<file path="config.mk">
export PLATFORM = sky130hd
export DESIGN_NAME = cbtb_seq
export DESIGN_NICKNAME = d
export VERILOG_FILES = /design/src/hw/cbtb_pkg.sv /design/src/hw/cbtb_cond_eval.sv /design/src/hw/cbtb_seq.sv
export VERILOG_INCLUDE_DIRS = /design/src /design/src/hw
export SDC_FILE = /design/constraint.sdc
export NUM_CORES = 1
export LEC_CHECK = 0
export BUFFER_PORTS_ARGS = -buffer_cell sky130_fd_sc_hd__buf_2
export CAP_MARGIN = 0
export CORE_MARGIN = 3
export CORE_UTILIZATION = 35
export CTS_BUF_LIST = sky130_fd_sc_hd__clkbuf_8
export DETAILED_ROUTE_END_ITERATION = 8
export GPL_TIMING_DRIVEN = 1
export PLACE_DENSITY = 0.65
export RECOVER_POWER = 50
export SYNTH_ARGS = -nofsm -noshare
export SYNTH_HDL_FRONTEND = slang
export SYNTH_HIERARCHICAL = 1
export SYNTH_SLANG_ARGS = --single-unit
</file>
<file path="constraint.sdc">
create_clock -name mclk -period 5.01 [get_ports mclk]
set_input_delay 1.002 -clock mclk [delete_from_list [all_inputs] [get_ports mclk]]
set_output_delay 1.002 -clock mclk [all_outputs]
set_load 0.02 [all_outputs]
</file>
<file path="src/hw/cbtb_params.svh">
// Purpose: Constants for the conditional-block and table-branch sequencer
// Assumes: Included by its bare name
// Notes: Condition codes follow the usual 4-bit encoding
`ifndef CBTB_PARAMS_SVH
`define CBTB_PARAMS_SVH
`define CBTB_MAX_BLOCK 3'h4
`define CBTB_COND_UNCOND 4'hE
`define CBTB_PC_ADV 32'h0000_0004
`define CBTB_REG_SP 4'hD
`define CBTB_REG_PC 4'hF
`define CBTB_FLAG_N 3
`define CBTB_FLAG_Z 2
`define CBTB_FLAG_C 1
`define CBTB_FLAG_V 0
`endif

</file>
<file path="src/hw/cbtb_pkg.sv">
// Purpose: Types for the conditional-block and table-branch sequencer
// Assumes: Nothing
// Notes: Operation classes come from the upstream decoder
package cbtb_pkg;
  typedef enum logic [3:0] {
    CBTB_OP_OTHER, CBTB_OP_PREFIX, CBTB_OP_CMPBR_Z, CBTB_OP_CMPBR_NZ, CBTB_OP_TBL_BYTE,
    CBTB_OP_TBL_HALF, CBTB_OP_BREAK, CBTB_OP_FLAGSET, CBTB_OP_EXC_RET
  } cbtb_op_t;
  typedef enum logic [1:0] {CBTB_IDLE, CBTB_TBL_WAIT} cbtb_state_t;
endpackage

</file>
<file path="src/hw/cbtb_cond_eval.sv">
// Purpose: Evaluates a 4-bit condition code against the NZCV flags
// Assumes: Flags packed N,Z,C,V from bit 3 down
// Notes: Purely combinational
`timescale 1ns/1ps
`include "cbtb_params.svh"
module cbtb_cond_eval (
  input wire logic [3:0] cond,
  input wire logic [3:0] flags,
  output logic pass
);
  logic n, z, c, v, base;
  always_comb begin
    n = flags[`CBTB_FLAG_N];
    z = flags[`CBTB_FLAG_Z];
    c = flags[`CBTB_FLAG_C];
    v = flags[`CBTB_FLAG_V];
    case (cond[3:1])
      3'h0: base = z;
      3'h1: base = c;
      3'h2: base = n;
      3'h3: base = v;
      3'h4: base = c & ~z;
      3'h5: base = (n == v);
      3'h6: base = (n == v) & ~z;
      default: base = 1'b1;
    endcase
    if (cond[3:1] == 3'h7) begin
      pass = 1'b1;
    end else begin
      pass = base ^ cond[0];
    end
  end
endmodule

</file>
<file path="src/hw/cbtb_seq.sv">
// Purpose: Conditional-block state, table-branch target and flag keeping
// Assumes: Decoder presents one instruction per issue pulse with operands
// Notes: Condition flags owned here; exec unit offers updates via flag_wr
`timescale 1ns/1ps
`include "cbtb_params.svh"
module cbtb_seq (
  input wire logic mclk,
  input wire logic nrst,
  input wire logic issue,
  input cbtb_pkg::cbtb_op_t op,
  input wire logic [3:0] instr_cond,
  input wire logic [7:0] prefix_bits,
  input wire logic [31:0] pc,
  input wire logic [3:0] base_reg,
  input wire logic [31:0] base_val,
  input wire logic [31:0] index_val,
  input wire logic [7:0] ret_state,
  input wire logic exc_take,
  input wire logic flag_wr,
  input wire logic [3:0] flag_in,
  input wire logic tbl_valid,
  input wire logic [15:0] tbl_data,
  output logic exec_en,
  output logic in_block,
  output logic [7:0] saved_state,
  output logic [3:0] flags,
  output logic tbl_req,
  output logic tbl_half,
  output logic [31:0] tbl_addr,
  output logic br_valid,
  output logic [31:0] br_target,
  output logic busy
);
  typedef struct packed {
    cbtb_pkg::cbtb_state_t st;
    logic [3:0] cond;
    logic [4:0] mask;
    logic [3:0] flags;
    logic [7:0] saved;
    logic tbl_req;
    logic tbl_half;
    logic [31:0] tbl_addr;
    logic [31:0] next_pc;
    logic br_valid;
    logic [31:0] br_target;
    logic exec_en;
  } cbtb_st_t;

  cbtb_st_t s_q;
  cbtb_st_t s_d;
  logic [3:0] applied_cond;
  logic cond_pass;
  logic flags_locked;

  function automatic logic [31:0] cbtb_fwd(input logic [31:0] from, input logic [15:0] ent);
    cbtb_fwd = from + {15'h0000, ent, 1'b0};
  endfunction

  ////////////////////////////////////////////////////////////////////////////
  // Condition applied to the current instruction
  always_comb begin
    if (s_q.mask[3:0] != 4'h0) begin
      applied_cond = {s_q.cond[3:1], s_q.mask[4]};
    end else begin
      applied_cond = instr_cond;
    end
  end

  cbtb_cond_eval u_eval (
    .cond(applied_cond),
    .flags(s_q.flags),
    .pass(cond_pass)
  );

  assign flags_locked = (op == cbtb_pkg::CBTB_OP_CMPBR_Z) ||
    (op == cbtb_pkg::CBTB_OP_CMPBR_NZ) ||
    (op == cbtb_pkg::CBTB_OP_PREFIX) || (op == cbtb_pkg::CBTB_OP_TBL_BYTE) ||
    (op == cbtb_pkg::CBTB_OP_TBL_HALF);

  ////////////////////////////////////////////////////////////////////////////
  // Next state
  always_comb begin
    s_d = s_q;
    s_d.br_valid = 1'b0;
    s_d.tbl_req = 1'b0;
    s_d.exec_en = 1'b0;
    case (s_q.st)
      cbtb_pkg::CBTB_IDLE: begin
        if (exc_take) begin
          s_d.saved = {s_q.cond[3:1], s_q.mask};
          // Handler runs outside any block until the return restores it
          s_d.cond = 4'h0;
          s_d.mask = 5'h00;
        end else if (issue) begin
          s_d.exec_en = cond_pass || (op == cbtb_pkg::CBTB_OP_BREAK);
          if (op == cbtb_pkg::CBTB_OP_EXC_RET) begin
            s_d.cond = {ret_state[7:5], ret_state[4]};
            s_d.mask = ret_state[4:0];
            s_d.exec_en = 1'b1;
          end else if (op == cbtb_pkg::CBTB_OP_PREFIX) begin
            s_d.cond = prefix_bits[7:4];
            s_d.mask = {prefix_bits[4], prefix_bits[3:0]};
            s_d.exec_en = 1'b1;
          end else begin
            if (s_q.mask[2:0] == 3'h0) begin
              s_d.mask = 5'h00;
            end else begin
              s_d.mask = {s_q.mask[3:0], 1'b0};
            end
            if (cond_pass && ((op == cbtb_pkg::CBTB_OP_TBL_BYTE) ||
                (op == cbtb_pkg::CBTB_OP_TBL_HALF))) begin
              s_d.tbl_half = (op == cbtb_pkg::CBTB_OP_TBL_HALF);
              s_d.next_pc = pc + `CBTB_PC_ADV;
              if (base_reg == `CBTB_REG_PC) begin
                s_d.tbl_addr = pc + `CBTB_PC_ADV;
              end else begin
                s_d.tbl_addr = base_val;
              end
              if (op == cbtb_pkg::CBTB_OP_TBL_HALF) begin
                s_d.tbl_addr = s_d.tbl_addr + {index_val[30:0], 1'b0};
              end else begin
                s_d.tbl_addr = s_d.tbl_addr + index_val;
              end
              s_d.tbl_req = 1'b1;
              s_d.st = cbtb_pkg::CBTB_TBL_WAIT;
            end
          end
          if (flag_wr && cond_pass && !flags_locked) begin
            s_d.flags = flag_in;
          end
        end
      end
      cbtb_pkg::CBTB_TBL_WAIT: begin
        s_d.tbl_req = !tbl_valid;
        if (tbl_valid) begin
          if (s_q.tbl_half) begin
            s_d.br_target = cbtb_fwd(s_q.next_pc, tbl_data);
          end else begin
            s_d.br_target = cbtb_fwd(s_q.next_pc, {8'h00, tbl_data[7:0]});
          end
          s_d.br_valid = 1'b1;
          s_d.st = cbtb_pkg::CBTB_IDLE;
        end
      end
      default: s_d.st = cbtb_pkg::CBTB_IDLE;
    endcase
  end

  always_ff @(posedge mclk) begin
    if (!nrst) begin
      s_q <= '0;
    end else begin
      s_q <= s_d;
    end
  end

  ////////////////////////////////////////////////////////////////////////////
  // Outputs
  assign exec_en = s_q.exec_en;
  assign in_block = (s_q.mask[3:0] != 4'h0);
  assign saved_state = s_q.saved;
  assign flags = s_q.flags;
  assign tbl_req = s_q.tbl_req;
  assign tbl_half = s_q.tbl_half;
  assign tbl_addr = s_q.tbl_addr;
  assign br_valid = s_q.br_valid;
  assign br_target = s_q.br_target;
  assign busy = (s_q.st != cbtb_pkg::CBTB_IDLE);
endmodule

</file>
* Yosys cells after proc, flatten, opt, wreduce, memory -nomap -nowiden
Index checks and enable logic that the tools add are counted.
Word-level totals: register bits after elaboration 123, input bits 150, word-level logic and storage cells 111
Cells by class: $add $sub $neg 5, equality and inequality tests 23, mux-type cells 34, bitwise logic cells 10, reduce and logical (&&, ||, !) cells 27
Operators by type and width (count):
- 2-to-1 mux 66 bit | 5
- 2-to-1 mux 32 bit | 9
- adder 32 bit | 2
- 2-to-1 mux 33 bit | 1
- adder 32 x 17 -> 32 bit | 1
- adder 32 x 3 -> 32 bit, second input constant | 1
- adder 32 x 9 -> 32 bit | 1
- 2-to-1 mux 9 bit | 2
- 2-to-1 mux 15 bit | 1
- equality test 3 bit, second input constant | 4
- equality test 4 x 3 -> 1 bit, second input constant | 3
- 2-to-1 mux 4 bit | 3
- inequality test 2 bit, second input constant | 6
- AND reduction 6 bit | 2
- 2-to-1 mux 2 bit | 5
- 2-to-1 mux 5 bit | 2
- equality test 4 x 2 -> 1 bit, second input constant | 2
- equality test 4 bit, second input constant | 2
- AND reduction 2 bit | 4
- NOT 1 bit | 7
- one-hot mux 1 bit (7 select lines) | 1
- equality test 3 x 2 -> 1 bit, second input constant | 2
- zero test 3 bit | 2
- logical OR 1 bit | 6
- other kinds (18) | 25

* Depth between registers and ports, before layout
depth after elaboration 21, mapped depth 19, mapped depth without buffers 18

* Cells and area by module
Netlist, hierarchy kept.
Modules (own cells, without submodules):
- cbtb_seq | times used 1, cells an instance 1385, area each 10433.8 sq um, sequential area each 2422.3 sq um
- cbtb_cond_eval | times used 1, cells an instance 20, area each 141.4 sq um, sequential area each 0.0 sq um

* Least setup slack after synthesis
No wires, ideal clock.
kind input -> register, start input port base_reg[3], end register s_q (netlist bit tbl_addr[29]), setup time 0.074 ns, arrival 4.221 ns, data required time 4.936 ns, path slack 0.715 ns, cell stages on the path 14, cell sequence nand4_1 -> clkbuf_1 -> mux2_2 -> ha_1 -> fa_1 -> a211oi_1 -> o21ai_1 -> nand2_1 -> a21oi_1 -> a32oi_1 -> mux2_1 -> a2111oi_0 -> a21oi_1 -> a31oi_1
On the way: cells in the longest elaborated chain, start to end 10, elaborated cells on any way between the ends 11
RTL lines:
- start: declaration | line cbtb_seq.sv:14 | input wire logic [3:0] base_reg,
- equality test 4 bit (no source line) (*)
- 2-to-1 mux 32 bit (*) | line cbtb_seq.sv:114 | if (base_reg == `CBTB_REG_PC) begin
- 2-to-1 mux 32 bit (*) | line cbtb_seq.sv:110 | if (cond_pass && ((op == cbtb_pkg::CBTB_OP_TBL_BYTE) ||
- 2-to-1 mux 32 bit (*) | line cbtb_seq.sv:100 | end else if (op == cbtb_pkg::CBTB_OP_PREFIX) begin
- 2-to-1 mux 32 bit (*) | line cbtb_seq.sv:96 | if (op == cbtb_pkg::CBTB_OP_EXC_RET) begin
- 2-to-1 mux 32 bit (*) | line cbtb_seq.sv:94 | end else if (issue) begin
- 2-to-1 mux 32 bit (*) | line cbtb_seq.sv:89 | if (exc_take) begin
- 2-to-1 mux 32 bit (*) | line cbtb_seq.sv:87 | case (s_q.st)
- adder 32 bit (on tied branches) | line cbtb_seq.sv:122, cbtb_seq.sv:120
- 2-to-1 mux 32 bit (*) | line cbtb_seq.sv:119 | if (op == cbtb_pkg::CBTB_OP_TBL_HALF) begin
- end signal: assignment | line cbtb_seq.sv:151 | s_q <= '0;
- end signal: assignment | line cbtb_seq.sv:153 | s_q <= s_d;
- end: declaration | line cbtb_seq.sv:49 | cbtb_st_t s_q;
Every way passes the cells marked *; elsewhere a longest branch is shown, timed or not. The select of a mux whose other input is x is not followed. A chain may end at the register's enable or synchronous reset.

* Final worst setup path
start input port pc[5], end register s_q (netlist bit tbl_addr[29])
On the way: cells in the longest elaborated chain, start to end 10, elaborated cells on any way between the ends 11
RTL lines:
- start: declaration | line cbtb_seq.sv:13 | input wire logic [31:0] pc,
- adder 32 x 3 -> 32 bit (no source line) (*)
- 2-to-1 mux 32 bit (*) | line cbtb_seq.sv:114
- 2-to-1 mux 32 bit (*) | line cbtb_seq.sv:110
- 2-to-1 mux 32 bit (*) | line cbtb_seq.sv:100
- 2-to-1 mux 32 bit (*) | line cbtb_seq.sv:96
- 2-to-1 mux 32 bit (*) | line cbtb_seq.sv:94
- 2-to-1 mux 32 bit (*) | line cbtb_seq.sv:89
- 2-to-1 mux 32 bit (*) | line cbtb_seq.sv:87
- adder 32 bit (on tied branches) | line cbtb_seq.sv:122, cbtb_seq.sv:120
- 2-to-1 mux 32 bit (*) | line cbtb_seq.sv:119
Marked as above.

==> results by group <==
Status
  • Outcome: finished, violations left
  • Failing checks: capacitance limit, slew limit

Global routing
  • Overall routing resource usage: 21.1%
  • Initial antenna violation count: 7
  • Largest net degree at the start of global routing: 80
  • Met3 Track Usage GR: 3.24%
  • Met1 usage: 27.9%
  • First-pass GRT wire length: 55.3 mm
  • Vias in the first global route: 10265
  • GR peak layer: met2
  • Met2 global-route usage: 35.2%
  • GRT overflow: 0

Run
  • Max cap viols: 1

Detailed routing
  • DRC viols: 0
  • Via density: 5.36
  • Final ANT Viol Nets: 0
  • DRT Wirelength: 35.8 mm
  • Routed length per instance: 18.0 µm
  • Iteration-0 DRC Markers: 828
  • Drt first pass iters: 5
  • Vias: 10681

Place
  • Gpl congestion: 0.944
  • DP Wirelength: 28.3 mm
  • Placement Setup Slack: -77.1 ps
  • Number of port buffers: 231
  • Placed instance area: 11900 µm²
  • Cells after DPL: 1951

Timing
  • Final setup fails: 0
  • Max-slew violation count: 47
  • Clock Skews: 24.2 ps
  • Slew headroom: -48.2%
  • Final min period: 4650 ps
  • Final Hold Vio Count: 0
  • Setup TNS: 0 ps
  • Final Cycle Share: 92.9%
  • RSZ-0062 raised after global routing: false
  • Max Clk Rate: 0.215 GHz
  • Setup ws final: 358 ps
  • Slew @ Worst Pin: 2220 ps

Synth
  • Syn Area/Cell: 7.53 µm²
  • Top-count cell post-synth: nand2_1
  • Cell area after synthesis: 10600 µm²
  • Cells after Synth: 1405
  • Post-synth EDFFs: 0
  • Number of distinct library cells after synthesis: 74
  • Ys Warns: 6
  • Xor and xnor area share after synthesis: 8.45%
  • Mux contribution to synthesized area: 2.18%
  • Syn Nets: 1645
  • FF+latch count, synth: 121
  • Area fraction of the dominant cell type after synthesis: 22.9%
  • Synth Area in Compound Gates: 25.1%
  • Largest family of logic cells by synthesized area: compound AO/OA/AOI/OAI gates
  • Post-synthesis async set-or-reset flop share: 0%
  • Main flop type after synthesis: dfxtp_1
  • Dominant cell type by area after synthesis: dfxtp_1
  • Seq/Total Area, Yosys: 22.9%
  • Post-Synth Adder-Cell Area: 10.9%
  • Simple-gate share of the synthesized area: 21.5%
  • Top post-synthesis cells by area: dfxtp_1 (23%), ha_1 (10%), a21oi_1 (6.7%)
  • Post-synth top cells: nand2_1 (181), a21oi_1 (141), dfxtp_1 (121), nor2_1 (120), ha_1 (87)

Clocking
  • Clk slew on worst S/H paths: 90 ps
  • Max clock buf depth: 2
  • Clk root buf: clkbuf_8
  • CTS H-Tree Depth: 4
  • Hold_buf cts: 0
  • TritonCTS clock tree: built
  • CTS Buf Count: 17
  • Clock Latency Late Sink: 450 ps
  • CTS sink count: 121
  • Post-CTS Setup Repair Bufs: 0
  • Post-cts sizing count: 0

Floorplan
  • Chip Width: 180 µm
  • Core Box Area: 29700 µm²
  • Initial Utilization: 35.6%
  • Chip height: 180 µm
  • Ports: 232
  • Die area: 32300 µm²
  • FP Rows: 63

Min path
  • HP Class: reg -> reg

Setup path
  • Worst-path maximum fanout: 6
  • CP arrival: 5030 ps
  • Crit path launch type: input pin
  • Endpoint type of the worst setup path: flop
  • CP Class: in -> reg
  • Req. time, crit path: 5380 ps
  • Flop-to-flop setup slack: 1510 ps

Layout
  • Final instance area: 12200 µm²
  • Fin nets: 1820
  • Layout cells sized above 1: 17.3%
  • Fill count: 3203
  • Area growth syn-to-layout: 15.2%
  • Post-Layout Cell Count: 1991

Pwr
  • Pleak: 5.06 nW
  • Power Density: 226 nW/µm²
  • IR drop worst, VDD: 0.147 mV
==> per-stage QoR <==
step	hold slack [ps]	utilization [%]	power (mW)
after floorplan	432	-	1.56
after global placement	436	40.0	1.86
after detailed placement	443	40.0	1.86
after CTS	455	41.3	2.77
after global routing	474	41.0	2.91
final	455	41.0	2.75
==> routing by layer <==
metal / wire length, µm / vias to the layer above
met5: 0 / -
met4: 924 / 0
met3: 1870 / 51
met2: 16700 / 324
met1: 16300 / 4970
li1: - / 5336
==> worst paths after layout <==
kind                              startpoint                    endpoint  depth (start not counted)
setup / recovery                       pc[5]   tbl_addr[29]$_SDFFE_PN0P_                         20
hold / removal    br_target[10]$_SDFFE_PN0P_  br_target[10]$_SDFFE_PN0P_                          2
setup reg to reg       s_q[113]$_SDFFE_PN0P_   tbl_addr[28]$_SDFFE_PN0P_                         12
hold reg to reg   br_target[10]$_SDFFE_PN0P_  br_target[10]$_SDFFE_PN0P_                          2
==> logic make-up after synthesis <==
kind of cell,Yosys count
and+or+nand+nor,486
DFF,121
buffers and inverters,168
xor gates and xnor gates,102
muxes,22
AOI/OAI and AO/OA,416
adders and majority gates,90
==> cells in the final DEF, fill, tap and decap left out, types with 18 or more instances in the layout <==
cell      instances
a21o_1           32
nand2_1         181
buf_2           150
a211oi_1         50
a21oi_1         141
o21ai_0          83
inv_1            25
nor2_1          120
nor3_1           28
clkbuf_8         18
nand4_1          30
nand3_1          32
and3_1           19
dfxtp_1         121
ha_1             87
clkbuf_1         82
xnor2_1          55
xor2_1           47
buf_4            66
==> layout make-up <==
cell class	instances	area (µm²)	area share (%)
antenna	8	20.0	0.164
timing repair buffer	299	1570	12.9
multi-input combinational	1116	7200	59.1
inverter	25	93.8	0.770
tap	390	488	4.01
sequential	121	2420	19.9
clock inverter	14	139	1.14
clock buffer	18	248	2.03
==> where the power goes <==
part / leakage, nW / internal (mW) / switching, mW / total, mW
Sequential: 0.976 / 0.975 / 0.00987 / 0.984
Combinational: 3.89 / 0.358 / 0.508 / 0.866
Clock: 0.194 / 0.418 / 0.486 / 0.904
Total: 5.06 / 1.75 / 1.00 / 2.75
==> worst max-delay path: stages <==
cell and delay, ps:
buf_2 120, nand4_1 90, buf_4 170, nor3_1 290, buf_4 190, and2_1 230, nand2_1 90, xor2_1 300
o21ai_0 200, ha_1 350, nand2_1 80, o21ai_1 170, a31oi_1 110, o21ai_0 280, nor2_1 70, mux2_1 290
a2111oi_0 580, buf_4 220, a21oi_1 40, a31oi_1 170
==> sequential cells by signal (all words and copies together) (netlist names) <==
signal,cells
tbl_addr,32
tbl_req,1
tbl_half,1
br_valid,1
flags,4
saved_state,8
exec_en,1
s_q,41
br_target,32
Note: power is estimated with default switching activity, not from simulation.
